File: src/core/pag_defines.svh
// Register offsets, field positions, reset values and timing figures
// for the parameter access guard; included by the core, the host model and the testbench.
`ifndef PAG_DEFINES_SVH
`define PAG_DEFINES_SVH

// Register offsets (byte addresses)
`define PAG_ADDR_STATUS 8'h00
`define PAG_ADDR_CTRL 8'h04
`define PAG_ADDR_PW_OEM 8'h08
`define PAG_ADDR_PW_INST 8'h0C
`define PAG_ADDR_PW_ENTER 8'h10
`define PAG_ADDR_IDLE 8'h14

// Status fields
`define PAG_ST_PRIV_LO 0
`define PAG_ST_PRIV_HI 2
`define PAG_ST_CONF 3
`define PAG_ST_PWFAIL 4

// Control fields
`define PAG_CTRL_EXIT 0
`define PAG_CTRL_CONFIRM 1

// Control block kinds
`define PAG_CB_ATTR 2'h0
`define PAG_CB_ALERT 2'h1
`define PAG_CB_RANGE 2'h2
`define PAG_CB_ENUM 2'h3

// Attribute entry fields
`define PAG_ATTR_HIDDEN 0
`define PAG_ATTR_RO 1
`define PAG_ATTR_PWL_LO 2
`define PAG_ATTR_PWL_HI 3
`define PAG_ATTR_SAFETY 4
`define PAG_ATTR_RANGE 5

// Alert entry fields
`define PAG_ALERT_EN 0
`define PAG_ALERT_ALARM 1

// Required password levels
`define PAG_PWL_NONE 2'h0
`define PAG_PWL_INST 2'h1
`define PAG_PWL_OEM 2'h2

// Enumerated selections that a mask can suppress
`define PAG_ENUM_W 16
`define PAG_ENUM_IDX_W 4

// Reset values
`define PAG_RST_ALERT_EN 1'h1
`define PAG_RST_ALARM 1'h0
`define PAG_RST_RANGE_ON 1'h1
`define PAG_RST_PW_OEM 32'h0000_5A01
`define PAG_RST_PW_INST 32'h0000_5A02

// Timing
`define PAG_CLK_KHZ 40000
`define PAG_TICK_MS 1
`define PAG_TIMEOUT_MIN 10
`define PAG_SEC_PER_MIN 60
`define PAG_MS_PER_SEC 1000

`endif

File: src/core/pag_pkg.sv
// Types shared by the parameter access guard.
// Assumes pag_defines.svh is on the include path.
package pag_pkg;

	// Privilege level, one-hot
	typedef enum logic [2:0] {
		PAG_PRIV_USER = 3'b001,
		PAG_PRIV_INST = 3'b010,
		PAG_PRIV_OEM = 3'b100
	} pag_priv_t;

	// Configuration condition, one-hot
	typedef enum logic [1:0] {
		PAG_CFG_UNCONF = 2'b01,
		PAG_CFG_DONE = 2'b10
	} pag_cfg_t;

endpackage

File: src/core/pag_guard.sv
// Parameter access guard: privilege, timeout, control blocks and write gating.
// Assumes one 40 MHz clock, synchronous inputs and one-cycle request strobes.
//
// Operation
// [RULE1] Power-up unconfigured: safety loads off, status says setup needed.
// [RULE2] Three privilege levels: OEM above installer above end user.
// [RULE3] Privilege holds until ten idle minutes pass or exit is commanded; a failed password entry also drops it to end user here.
// [RULE4] OEM may change OEM and installer items; installer only installer items.
// [RULE5] Attribute, alert setting and range limit blocks may be stored.
// [RULE6] Control blocks come over Modbus; refused unless OEM privilege.
// [RULE7] Attribute entry gives range limit, hidden, read-only and password level.
// [RULE8] A present range limit constrains the parameter's value.
// [RULE9] Password attribute selects OEM, installer or none before altering.
// [RULE10] Every parameter is readable over Modbus whatever its attributes.
// [RULE11] Modbus write to read-only or underprivileged item gets error response.
// [RULE12] Display: hidden items not shown nor writable; else read-only and password gate.
// [RULE13] Modbus: hidden ignored; password flag gates; read-only always refuses.
// [RULE14] Read-only parameters never change at any privilege.
// [RULE15] Disabled alerts are never presented.
// [RULE16] Enabled alerts close the alarm contact when their setting says so.
// [RULE17] Listed numeric parameters are held within stored minimum and maximum.
// [RULE18] Listed enumerated parameters reject suppressed selections.
// [RULE19] Unlisted parameters accept their whole native range.
// [RULE20] OEM replaces the default OEM and installer passwords.
// [RULE21] Safety items with no password still need installer privilege.
// [RULE22] Accepted edits restart the idle timer; expiry drops to end user at once.
// [RULE23] Permission decided combinationally; refused writes leave the value as is.
`timescale 1ns/1ps
`include "pag_defines.svh"

module pag_guard
	import pag_pkg::*;
#(
	parameter int IDX_W = 4,
	parameter int DATA_W = 16,
	parameter logic [15:0] TICK_CYCLES = 16'(`PAG_CLK_KHZ * `PAG_TICK_MS),
	parameter logic [19:0] TIMEOUT_TICKS =
		20'(`PAG_TIMEOUT_MIN * `PAG_SEC_PER_MIN * `PAG_MS_PER_SEC / `PAG_TICK_MS)
) (
	input wire logic clk_sys_i,
	input wire logic reset_i,
	input wire logic [7:0] reg_addr_i,
	input wire logic [31:0] reg_wdata_i,
	input wire logic reg_wr_i,
	input wire logic reg_rd_i,
	output logic [31:0] reg_rdata_o,
	input wire logic par_wr_i,
	input wire logic par_rd_i,
	input wire logic par_modbus_i,
	input wire logic [IDX_W-1:0] par_idx_i,
	input wire logic [DATA_W-1:0] par_wdata_i,
	output logic par_wr_done_o,
	output logic par_wr_err_o,
	output logic par_rd_done_o,
	output logic [DATA_W-1:0] par_rd_data_o,
	output logic par_rd_shown_o,
	input wire logic cb_wr_i,
	input wire logic [1:0] cb_kind_i,
	input wire logic [IDX_W-1:0] cb_idx_i,
	input wire logic [31:0] cb_data_i,
	output logic cb_done_o,
	output logic cb_err_o,
	input wire logic [(1<<IDX_W)-1:0] alert_i,
	output logic [(1<<IDX_W)-1:0] alert_shown_o,
	output logic alarm_contact_o,
	output logic loads_off_o,
	output logic setup_needed_o,
	output logic [2:0] priv_level_o
);

	localparam int NUM = 1 << IDX_W;

	typedef struct packed {
		pag_cfg_t cfg;
		pag_priv_t priv;
		logic [15:0] tick;
		logic [19:0] idle;
		logic [31:0] pw_oem;
		logic [31:0] pw_inst;
		logic pw_fail;
		logic [NUM-1:0] hid;
		logic [NUM-1:0] ro;
		logic [NUM-1:0][1:0] pwl;
		logic [NUM-1:0] safe;
		logic [NUM-1:0] rng_on;
		logic [NUM-1:0] aen;
		logic [NUM-1:0] aalm;
		logic [NUM-1:0] rlist;
		logic [NUM-1:0] renum;
		logic [NUM-1:0][DATA_W-1:0] rmin;
		logic [NUM-1:0][DATA_W-1:0] rmax;
		logic [NUM-1:0][`PAG_ENUM_W-1:0] rmask;
		logic [NUM-1:0][DATA_W-1:0] val;
		logic [31:0] rdata;
		logic wdone;
		logic werr;
		logic rdone;
		logic [DATA_W-1:0] rdat;
		logic rshown;
		logic cbdone;
		logic cberr;
		logic [NUM-1:0] ashown;
		logic alarm;
		logic loads_off;
		logic setup;
	} pag_state_t;

	pag_state_t s_r;
	pag_state_t s_nxt;
	logic tick_hit;
	logic wr_ok;
	logic expire;
	logic pw_try;
	logic ctrl_wr;

	// ==========================================================
	// Permission functions
	// [RULE4] privilege level ordering
	function automatic logic priv_meets(input pag_priv_t priv, input logic [1:0] need);
		logic ok;
		ok = 1'b0;
		case (priv)
			PAG_PRIV_OEM: ok = 1'b1;
			PAG_PRIV_INST: ok = (need != `PAG_PWL_OEM);
			PAG_PRIV_USER: ok = (need == `PAG_PWL_NONE);
			default: ok = 1'b0;
		endcase
		return ok;
	endfunction

	function automatic logic write_allowed(input logic modbus, input logic hidden, input logic ro,
		input logic safe, input logic [1:0] pwl, input pag_priv_t priv);
		logic [1:0] need;
		need = (safe && pwl == `PAG_PWL_NONE) ? `PAG_PWL_INST : pwl;
		return !ro && (modbus || !hidden) && priv_meets(priv, need);
	endfunction

	// [RULE17] [RULE18] limits and suppression
	function automatic logic range_ok(input logic listed, input logic is_enum,
		input logic [DATA_W-1:0] lo, input logic [DATA_W-1:0] hi,
		input logic [`PAG_ENUM_W-1:0] mask, input logic [DATA_W-1:0] d);
		logic ok;
		ok = 1'b1;
		if (listed && is_enum) begin
			ok = !(d < DATA_W'(`PAG_ENUM_W) && mask[d[`PAG_ENUM_IDX_W-1:0]]);
		end else if (listed) begin
			ok = (d >= lo) && (d <= hi);
		end
		return ok;
	endfunction

	// ==========================================================
	// Next state
	always_comb begin
		s_nxt = s_r;
		s_nxt.wdone = 1'b0;
		s_nxt.werr = 1'b0;
		s_nxt.rdone = 1'b0;
		s_nxt.cbdone = 1'b0;
		s_nxt.cberr = 1'b0;
		s_nxt.rdata = 32'h0000_0000;
		ctrl_wr = reg_wr_i && reg_addr_i == `PAG_ADDR_CTRL;
		pw_try = reg_wr_i && reg_addr_i == `PAG_ADDR_PW_ENTER;

		// [RULE9] [RULE21] [RULE23] combinational permission
		wr_ok = par_wr_i
			&& write_allowed(par_modbus_i, s_r.hid[par_idx_i], s_r.ro[par_idx_i], s_r.safe[par_idx_i],
				s_r.pwl[par_idx_i], s_r.priv)
			// [RULE8] [RULE19] range gate
			&& range_ok(s_r.rlist[par_idx_i] && s_r.rng_on[par_idx_i], s_r.renum[par_idx_i],
				s_r.rmin[par_idx_i], s_r.rmax[par_idx_i], s_r.rmask[par_idx_i], par_wdata_i);

		// Millisecond tick divider
		tick_hit = (s_r.tick == TICK_CYCLES - 16'h0001);
		s_nxt.tick = tick_hit ? 16'h0000 : s_r.tick + 16'h0001;

		// [RULE22] idle restart and expiry
		expire = tick_hit && s_r.priv != PAG_PRIV_USER && !wr_ok
			&& s_r.idle == TIMEOUT_TICKS - 20'h00001;
		if (s_r.priv == PAG_PRIV_USER || wr_ok || expire) begin
			s_nxt.idle = 20'h00000;
		end else if (tick_hit) begin
			s_nxt.idle = s_r.idle + 20'h00001;
		end

		// [RULE3] drop on timeout or exit
		if (expire || (ctrl_wr && reg_wdata_i[`PAG_CTRL_EXIT])) begin
			s_nxt.priv = PAG_PRIV_USER;
		end

		// [RULE2] password entry selects level
		if (pw_try) begin
			s_nxt.idle = 20'h00000;
			s_nxt.pw_fail = 1'b0;
			if (reg_wdata_i == s_r.pw_oem) begin
				s_nxt.priv = PAG_PRIV_OEM;
			end else if (reg_wdata_i == s_r.pw_inst) begin
				s_nxt.priv = PAG_PRIV_INST;
			end else begin
				s_nxt.priv = PAG_PRIV_USER;
				s_nxt.pw_fail = 1'b1;
			end
		end

		// [RULE20] password replacement at OEM level
		if (reg_wr_i && s_r.priv == PAG_PRIV_OEM) begin
			if (reg_addr_i == `PAG_ADDR_PW_OEM) begin
				s_nxt.pw_oem = reg_wdata_i;
			end
			if (reg_addr_i == `PAG_ADDR_PW_INST) begin
				s_nxt.pw_inst = reg_wdata_i;
			end
		end

		// [RULE1] configuration condition
		case (s_r.cfg)
			PAG_CFG_UNCONF: begin
				if (ctrl_wr && reg_wdata_i[`PAG_CTRL_CONFIRM] && s_r.priv != PAG_PRIV_USER) begin
					s_nxt.cfg = PAG_CFG_DONE;
				end
			end
			PAG_CFG_DONE: s_nxt.cfg = PAG_CFG_DONE;
			default: s_nxt.cfg = PAG_CFG_UNCONF;
		endcase
		s_nxt.loads_off = (s_nxt.cfg != PAG_CFG_DONE);
		s_nxt.setup = (s_nxt.cfg != PAG_CFG_DONE);

		// Register reads
		if (reg_rd_i) begin
			case (reg_addr_i)
				`PAG_ADDR_STATUS: begin
					s_nxt.rdata[`PAG_ST_PRIV_HI:`PAG_ST_PRIV_LO] = s_r.priv;
					s_nxt.rdata[`PAG_ST_CONF] = (s_r.cfg == PAG_CFG_DONE);
					s_nxt.rdata[`PAG_ST_PWFAIL] = s_r.pw_fail;
				end
				`PAG_ADDR_IDLE: s_nxt.rdata[19:0] = s_r.idle;
				default: s_nxt.rdata = 32'h0000_0000;
			endcase
		end

		// [RULE11] [RULE12] [RULE13] [RULE14] write answer
		if (par_wr_i) begin
			s_nxt.wdone = 1'b1;
			s_nxt.werr = !wr_ok;
			if (wr_ok) begin
				s_nxt.val[par_idx_i] = par_wdata_i;
			end
		end

		// [RULE10] reads are never refused
		if (par_rd_i) begin
			s_nxt.rdone = 1'b1;
			s_nxt.rdat = s_r.val[par_idx_i];
			s_nxt.rshown = par_modbus_i || !s_r.hid[par_idx_i];
		end

		// [RULE5] [RULE6] [RULE7] control block loading
		if (cb_wr_i) begin
			s_nxt.cbdone = 1'b1;
			s_nxt.cberr = (s_r.priv != PAG_PRIV_OEM);
			if (s_r.priv == PAG_PRIV_OEM) begin
				case (cb_kind_i)
					`PAG_CB_ATTR: begin
						s_nxt.hid[cb_idx_i] = cb_data_i[`PAG_ATTR_HIDDEN];
						s_nxt.ro[cb_idx_i] = cb_data_i[`PAG_ATTR_RO];
						s_nxt.pwl[cb_idx_i] = cb_data_i[`PAG_ATTR_PWL_HI:`PAG_ATTR_PWL_LO];
						s_nxt.safe[cb_idx_i] = cb_data_i[`PAG_ATTR_SAFETY];
						s_nxt.rng_on[cb_idx_i] = cb_data_i[`PAG_ATTR_RANGE];
					end
					`PAG_CB_ALERT: begin
						s_nxt.aen[cb_idx_i] = cb_data_i[`PAG_ALERT_EN];
						s_nxt.aalm[cb_idx_i] = cb_data_i[`PAG_ALERT_ALARM];
					end
					`PAG_CB_RANGE: begin
						s_nxt.rlist[cb_idx_i] = 1'b1;
						s_nxt.renum[cb_idx_i] = 1'b0;
						s_nxt.rmin[cb_idx_i] = cb_data_i[DATA_W-1:0];
						s_nxt.rmax[cb_idx_i] = cb_data_i[2*DATA_W-1:DATA_W];
					end
					`PAG_CB_ENUM: begin
						s_nxt.rlist[cb_idx_i] = 1'b1;
						s_nxt.renum[cb_idx_i] = 1'b1;
						s_nxt.rmask[cb_idx_i] = cb_data_i[`PAG_ENUM_W-1:0];
					end
					default: s_nxt.cberr = 1'b1;
				endcase
			end
		end

		// [RULE15] [RULE16] alert presentation and contact
		s_nxt.ashown = alert_i & s_r.aen;
		s_nxt.alarm = |(alert_i & s_r.aen & s_r.aalm);
	end

	// ==========================================================
	// State register
	always_ff @(posedge clk_sys_i or posedge reset_i) begin
		if (reset_i) begin
			s_r <= '0;
			s_r.cfg <= PAG_CFG_UNCONF;
			s_r.priv <= PAG_PRIV_USER;
			s_r.pw_oem <= `PAG_RST_PW_OEM;
			s_r.pw_inst <= `PAG_RST_PW_INST;
			s_r.aen <= {NUM{`PAG_RST_ALERT_EN}};
			s_r.aalm <= {NUM{`PAG_RST_ALARM}};
			s_r.rng_on <= {NUM{`PAG_RST_RANGE_ON}};
			s_r.loads_off <= 1'b1;
			s_r.setup <= 1'b1;
		end else begin
			s_r <= s_nxt;
		end
	end

	assign reg_rdata_o = s_r.rdata;
	assign par_wr_done_o = s_r.wdone;
	assign par_wr_err_o = s_r.werr;
	assign par_rd_done_o = s_r.rdone;
	assign par_rd_data_o = s_r.rdat;
	assign par_rd_shown_o = s_r.rshown;
	assign cb_done_o = s_r.cbdone;
	assign cb_err_o = s_r.cberr;
	assign alert_shown_o = s_r.ashown;
	assign alarm_contact_o = s_r.alarm;
	assign loads_off_o = s_r.loads_off;
	assign setup_needed_o = s_r.setup;
	assign priv_level_o = s_r.priv;
endmodule

File: config.mk
export PLATFORM = sky130hd
export DESIGN_NAME = pag_guard
export DESIGN_NICKNAME = d
export VERILOG_FILES = /design/src/core/pag_pkg.sv /design/src/core/pag_guard.sv
export VERILOG_INCLUDE_DIRS = /design/src /design/src/core
export SDC_FILE = /design/constraint.sdc
export NUM_CORES = 2
export LEC_CHECK = 0
export ABC_AREA = 1
export BUFFER_PORTS_ARGS = -buffer_cell sky130_fd_sc_hd__buf_2
export CAP_MARGIN = 10
export CORE_MARGIN = 5
export CORE_UTILIZATION = 56
export CTS_CLUSTER_SIZE = 16
export DETAILED_ROUTE_END_ITERATION = 10
export PLACE_DENSITY_LB_ADDON = 0.15
export REMOVE_ABC_BUFFERS = 1
export SLEW_MARGIN = 10
export SYNTH_ARGS = -nofsm -noshare
export SYNTH_HDL_FRONTEND = slang
export SYNTH_SLANG_ARGS = --single-unit
File: constraint.sdc
create_clock -name clk_sys_i -period 47.6 [get_ports clk_sys_i]
set_input_delay 7.14 -clock clk_sys_i [delete_from_list [all_inputs] [get_ports clk_sys_i]]
set_output_delay 7.14 -clock clk_sys_i [all_outputs]
set_load 0.1 [all_outputs]
* Word level (Yosys, flattened, before mapping)
Index checks and enable logic that the tools add are counted.
** Operators by class
- Multiply operators :: 0
- Multiplexer cells :: 66
- $lt $le $gt $ge :: 8
- Bitwise logic cells :: 6
- $add $sub $neg :: 2
- Shifts and indexed selects :: 0
- Divide/modulo/power cells :: 0
- Reduce and logical (&&, ||, !) cells :: 44
- Eq/ne operators :: 21
** Operators by type and width (number)
- $bwmux W256 :: 4
- $bmux W16 S4 :: 4
- $demux W16 S4 :: 2
- $mux W16 :: 7
- $bwmux W16 :: 6
- $mux W20 :: 4
- $eq A32 B32 Y1 :: 2
- $pmux W32 S2 :: 1
- $and A16 B16 Y16 :: 3
- $bwmux W32 :: 1
- $or A16 B16 Y16 :: 2
- $bmux W1 S4 :: 7
- $add A20 B1 Y20 const B :: 1
- $eq A20 B20 Y1 const B :: 1
- $logic_and A1 B1 Y1 :: 20
- $mux W18 :: 1
- $add A16 B1 Y16 const B :: 1
- $eq A16 B16 Y1 const B :: 1
- $eq A8 B4 Y1 const B :: 2
- $eq A8 B5 Y1 const B :: 2
- $ge A16 B16 Y1 :: 1
- $le A16 B16 Y1 :: 1
- $lt A16 B5 Y1 const B :: 1
- $not A16 Y16 :: 1
- 30 further kinds :: 71
** Word-level totals
- Word-level logic and storage cells :: 253
- Memories :: 0
- Bits in registers :: 1362
- Bits in writable memories :: 0
- Output and inout port bits :: 76
- Memory bits (read-only) :: 0
- Latch bits :: 0
- Bits of input ports :: 122

* Longest topological paths before layout
- Word-level depth :: 16
- Mapped depth :: 28

* Worst setup path after synthesis
Ideal clock, no wire load.
- Kind :: input to register
- Start :: input port par_idx_i[1]
- End :: register s_r[1333] (netlist name)
- Library setup time :: 83 ps
- Cell stages on the path :: 26
- Path buffers :: 7
- Required time :: 47517 ps
- Arrival :: 10665 ps
- Path slack :: 36853 ps
- Path through :: buf_4 > nor2_2 > buf_2 > buf_2 > clkbuf_1 > clkbuf_1 > buf_1 > a22oi_1 > a21oi_1 > nor3_1 > ha_1 > nand2_1 > o21ai_0 > nand2_1 > o211ai_1 > nand2_1 > nand2_1 > nand2_1 > a21oi_1 > nor2_4 > nand2_8 > nand2_1 > inv_2 > buf_4 > nand3_1 > o21ai_0
** Between the ends
- Cells in the longest elaborated chain, start to end :: 16
- Elaborated cells between the ends (all ways) :: 52
** Ends and longest elaborated chain
- from (decl) :: line pag_guard.sv:50 : input wire logic [IDX_W-1:0] par_idx_i,
- parallel branches: the longest is 9 deep, another holds $ge A16 B16 Y1
- $logic_and A1 B1 Y1 (*) :: line pag_guard.sv:170 : && range_ok(s_r.rlist[par_idx_i] && s_r.rng_on[par_idx_i], s_r.renum[par_idx_i],
- $logic_not A1 Y1 :: line pag_guard.sv:178 : expire = tick_hit && s_r.priv != PAG_PRIV_USER && !wr_ok
- $logic_and A1 B1 Y1 :: line pag_guard.sv:178
- $logic_and A1 B1 Y1 :: line pag_guard.sv:179 : && s_r.idle == TIMEOUT_TICKS - 20'h00001;
- $logic_or A1 B1 Y1 (*) :: line pag_guard.sv:180 : if (s_r.priv == PAG_PRIV_USER || wr_ok || expire) begin
- $mux W20 :: line pag_guard.sv:180
- $mux W20 :: line pag_guard.sv:192 : if (pw_try) begin
- to (signal assigned) :: line pag_guard.sv:310 : s_r <= s_nxt;
- to (decl) :: line pag_guard.sv:108 : pag_state_t s_r;
Every way passes the cells marked *. The select of a mux whose other input is x is not followed.
A chain may end at the register's enable or synchronous reset.

* Final worst setup path
- Start :: input port par_idx_i[0]
- End :: register s_r[246] (netlist name)
** Between the ends
- Cells in the longest elaborated chain, start to end :: 11
- Elaborated cells between the ends (all ways) :: 51
** Ends and longest elaborated chain
- parallel branches: the longest is 11 deep, another holds $ge A16 B16 Y1
Several ways; the timed one is not identified. The select of a mux whose other input is x is not followed.

==> metrics.txt <==
Synth Register Bits 1350; Synth async-reset ratio 100.0%; number of pins exceeding their max-slew limit in the final report 0; maximum clock frequency 0.07885 GHz; H-tree levels 4; total number of nets in the final design 6713; IR Drop Worst-Case VDD 0.02983 mV; horizontal die dimension 334.8 um; top library cells by usage in the layout, fill and taps aside sky130_fd_sc_hd__nand2_1 (2014), sky130_fd_sc_hd__dfrtp_1 (1305), sky130_fd_sc_hd__o21ai_0 (1012); Post-Route Setup TNS 0 ns; warnings from Yosys 0; required time of the worst setup path 48.25 ns; final design area excluding fillers 64910 um2; Clock Tree Root sky130_fd_sc_hd__clkbuf_16; classification of the worst-slack hold path reg -> reg; LEAKAGE 29.80 nW; max-slew headroom at the worst pin 19.35%; worst-case clock skew 0.03423 ns; FILL cells 8997; clk_lat worst skew 0.74 ns; number of setup violations in the final report 0; # resized after CTS 0; remaining design rule violation count 0; count of nets left with antenna violations after detail routing 0; fraction of the yosys area taken by sequential cells 57.28%; Post-CTS Hold Fix Bufs 0; TritonCTS buffer count 143; power density cells 38.93 nW/um2; setup bufs post-CTS 0; first-pass GRT wire length 268400 um; detailed placer's ending HPWL 97270 um; routed via count divided by cell count 5.935; fraction of final layout cells sized beyond drive strength 1 8.914%; DIE AREA 112100 um2; CTS tree built; data arrival time at the worst-slack endpoint 13.33 ns; post-placement setup slack 34.38 ns; vertical extent of the die 334.8 um; final cycle utilization of the critical path 26.65%; clock transition at the register clock pins on the worst setup and hold paths after CTS 0.06 ns; critical path type in -> reg; Clock Path Buffers 3; hold violation total from the final report 0; number of buffers inserted by port buffering 185; Critical path origin par_idx_i[0]; vias in the first global route 45934; number of distinct library cell variants in the gate-level netlist after synthesis 43; type of destination of the critical path flip-flop; starting utilization of the core area 56.28%; total via count after detailed routing 47854; number of antenna violations at the first check in global routing 7; Synth-to-Final Area Change 9.871%; Placed Cells 7800; CP startpoint kind input pin; maximum number of pins on one net before global-route repair 172; global-route usage over all layers 30.28%; Post-Route Hold Slack 0.4510 ns; final worst path period need 12.68 ns; leftover overflow at the end of global routing 0; Placer Congestion 0.8403; Worst Hold Launch s_r[1113]$_DFFE_PP0P_; post-placement cell area 60090 um2; Final Util 61.84%; Synth Area per Inst 8.826 um2; Cell Count, Final, Fillers Out 8063; Final WS setup 34.92 ns; drt pass-1 iters 9; RSZ-0062 raised after global routing false; Sink Count 1350; maxcap violations 0; number of enable flip-flop cells after synthesis 0; Mapped Cells 6694; Synth Cell Area 59080 um2; Boundary Pins 198; leading register cell type out of synthesis sky130_fd_sc_hd__dfrtp_1; DRT iter0 DRCs 5500; standard-cell rows 119; most common cell after layout, fill and taps aside sky130_fd_sc_hd__nand2_1; Worst Path Max Fanout 162; result of the run finished, final reports clean; wire length per cell after detailed routing 21.30 um; slew at the pin closest to its max-slew limit 1.208 ns; total chip power 2.527 mW; reg-to-reg startpoint priv_level_o[2]$_DFFE_PP0P_; standard cell core area 105000 um2; routed wire length 171700 um
kinds of logic (layout without fill, tap and decap cells):
family                   after synthesis  in the layout  share of synthesized area, %
flip-flops                          1350           1350                         57.28
AND/OR/NAND/NOR                     2408           2408                         16.09
AO/OA/AOI/OAI                       1983           1983                         18.95
adder cells (fa/ha/maj)               36             36                        0.7624
buffers and inverters                858            817                         6.053
other                                  1             20                      0.006347
XOR/XNOR                              58             58                        0.8598
flip-flops by register name, indices dropped and copies added, names as in the netlist, named ones only:
name	count
priv_level_o	3
s_r	1271
cb_err_o	1
cb_done_o	1
par_rd_data_o	16
alarm_contact_o	1
alert_shown_o	16
par_wr_done_o	1
setup_needed_o	1
par_wr_err_o	1
par_rd_done_o	1
par_rd_shown_o	1
reg_rdata_o	20
cell type report:
class / instances / area, um2 / area share (%)
well taps: 1391 / 1740 / 2.681
repair buffers: 266 / 1622 / 2.498
flip-flops and latches: 1350 / 33840 / 52.13
multi-input cells: 4497 / 21780 / 33.55
clock buffers: 212 / 4325 / 6.664
inverters: 297 / 1130 / 1.741
clock inverters: 42 / 456.7 / 0.7036
diodes: 8 / 20.02 / 0.03084
routing by layer:
| layer | GRT usage (%) | share of wire (%) | vias up | wire length (um) |
|---|---|---|---|---|
| met5 | 0 | 0 | - | 0 |
| met2 | 47.11 | 46 | 1958 | 78280 |
| met1 | 43.78 | 43 | 23526 | 74080 |
| met3 | 5.444 | 8.1 | 319 | 13900 |
| met4 | 9.742 | 3.2 | 0 | 5472 |
| li1 | - | - | 22051 | - |
report_power, final:
group | internal, mW | switching [mW] | leakage (nW)
logic | 0.0421 | 0.144 | 9.27
registers | 1.19 | 0.0220 | 18.2
clock network | 0.672 | 0.462 | 2.38
total | 1.90 | 0.628 | 29.8
critical path: stages:
cell                       delay (ns)
sky130_fd_sc_hd__buf_2           0.08
sky130_fd_sc_hd__buf_4           0.42
sky130_fd_sc_hd__inv_2           0.04
sky130_fd_sc_hd__buf_4           0.38
sky130_fd_sc_hd__nor2_4          0.16
sky130_fd_sc_hd__buf_4           0.77
sky130_fd_sc_hd__buf_12          0.55
sky130_fd_sc_hd__a22oi_1         0.19
sky130_fd_sc_hd__o221ai_1        0.14
sky130_fd_sc_hd__a22o_1          0.26
sky130_fd_sc_hd__nor3_1          0.11
sky130_fd_sc_hd__ha_1            0.29
sky130_fd_sc_hd__nand2_1         0.07
sky130_fd_sc_hd__nor3_1          0.22
sky130_fd_sc_hd__nand2_1         0.08
sky130_fd_sc_hd__nand2_1         0.06
sky130_fd_sc_hd__nand2_1         0.11
sky130_fd_sc_hd__a21oi_1         0.43
sky130_fd_sc_hd__nor2_4          0.11
sky130_fd_sc_hd__nand2_8         0.16
sky130_fd_sc_hd__nor2_4          0.07
sky130_fd_sc_hd__nand2_1         0.85
sky130_fd_sc_hd__nand2_1         0.14
sky130_fd_sc_hd__o21ai_1         0.12
cell usage after synthesis (all sizes together), types with 2 or more instances:
master   instances  share of area [%]
nand2         2021                 13
dfrtp         1305                 55
o21ai         1270                 11
clkbuf         399                2.5
a22oi          398                5.1
inv            292                1.9
a21oi          223                1.9
nor2           169                1.1
buf            162                1.6
nand3           95               0.80
dfstp           45                2.0
nor3            40               0.34
nor4            39               0.42
ha              36               0.76
xnor2           33               0.49
nand4           32               0.36
o221ai          32               0.47
xor2            25               0.37
a211oi          16               0.20
o22ai           16               0.17
a22o             9               0.13
or2              8              0.085
a21o             7              0.089
clkinv           5              0.032
o2111ai          5              0.074
a221oi           4              0.059
nor3b            2              0.025
o211ai           2              0.025
final timing paths:
check,slack (ns),end,depth (start not counted)
max in group asynchronous,37.68,s_r[1278]$_DFFE_PP0P_,5
setup reg to reg,42.74,s_r[968]$_DFFE_PP0P_,12
min in group asynchronous,6.55,s_r[1132]$_DFFE_PP0P_,2
hold / removal,0.45,s_r[1113]$_DFFE_PP0P_,2
hold reg to reg,0.45,s_r[1113]$_DFFE_PP0P_,2
setup / recovery,34.92,s_r[246]$_DFFE_PP0P_,24
(Power assumes the default switching activity.)
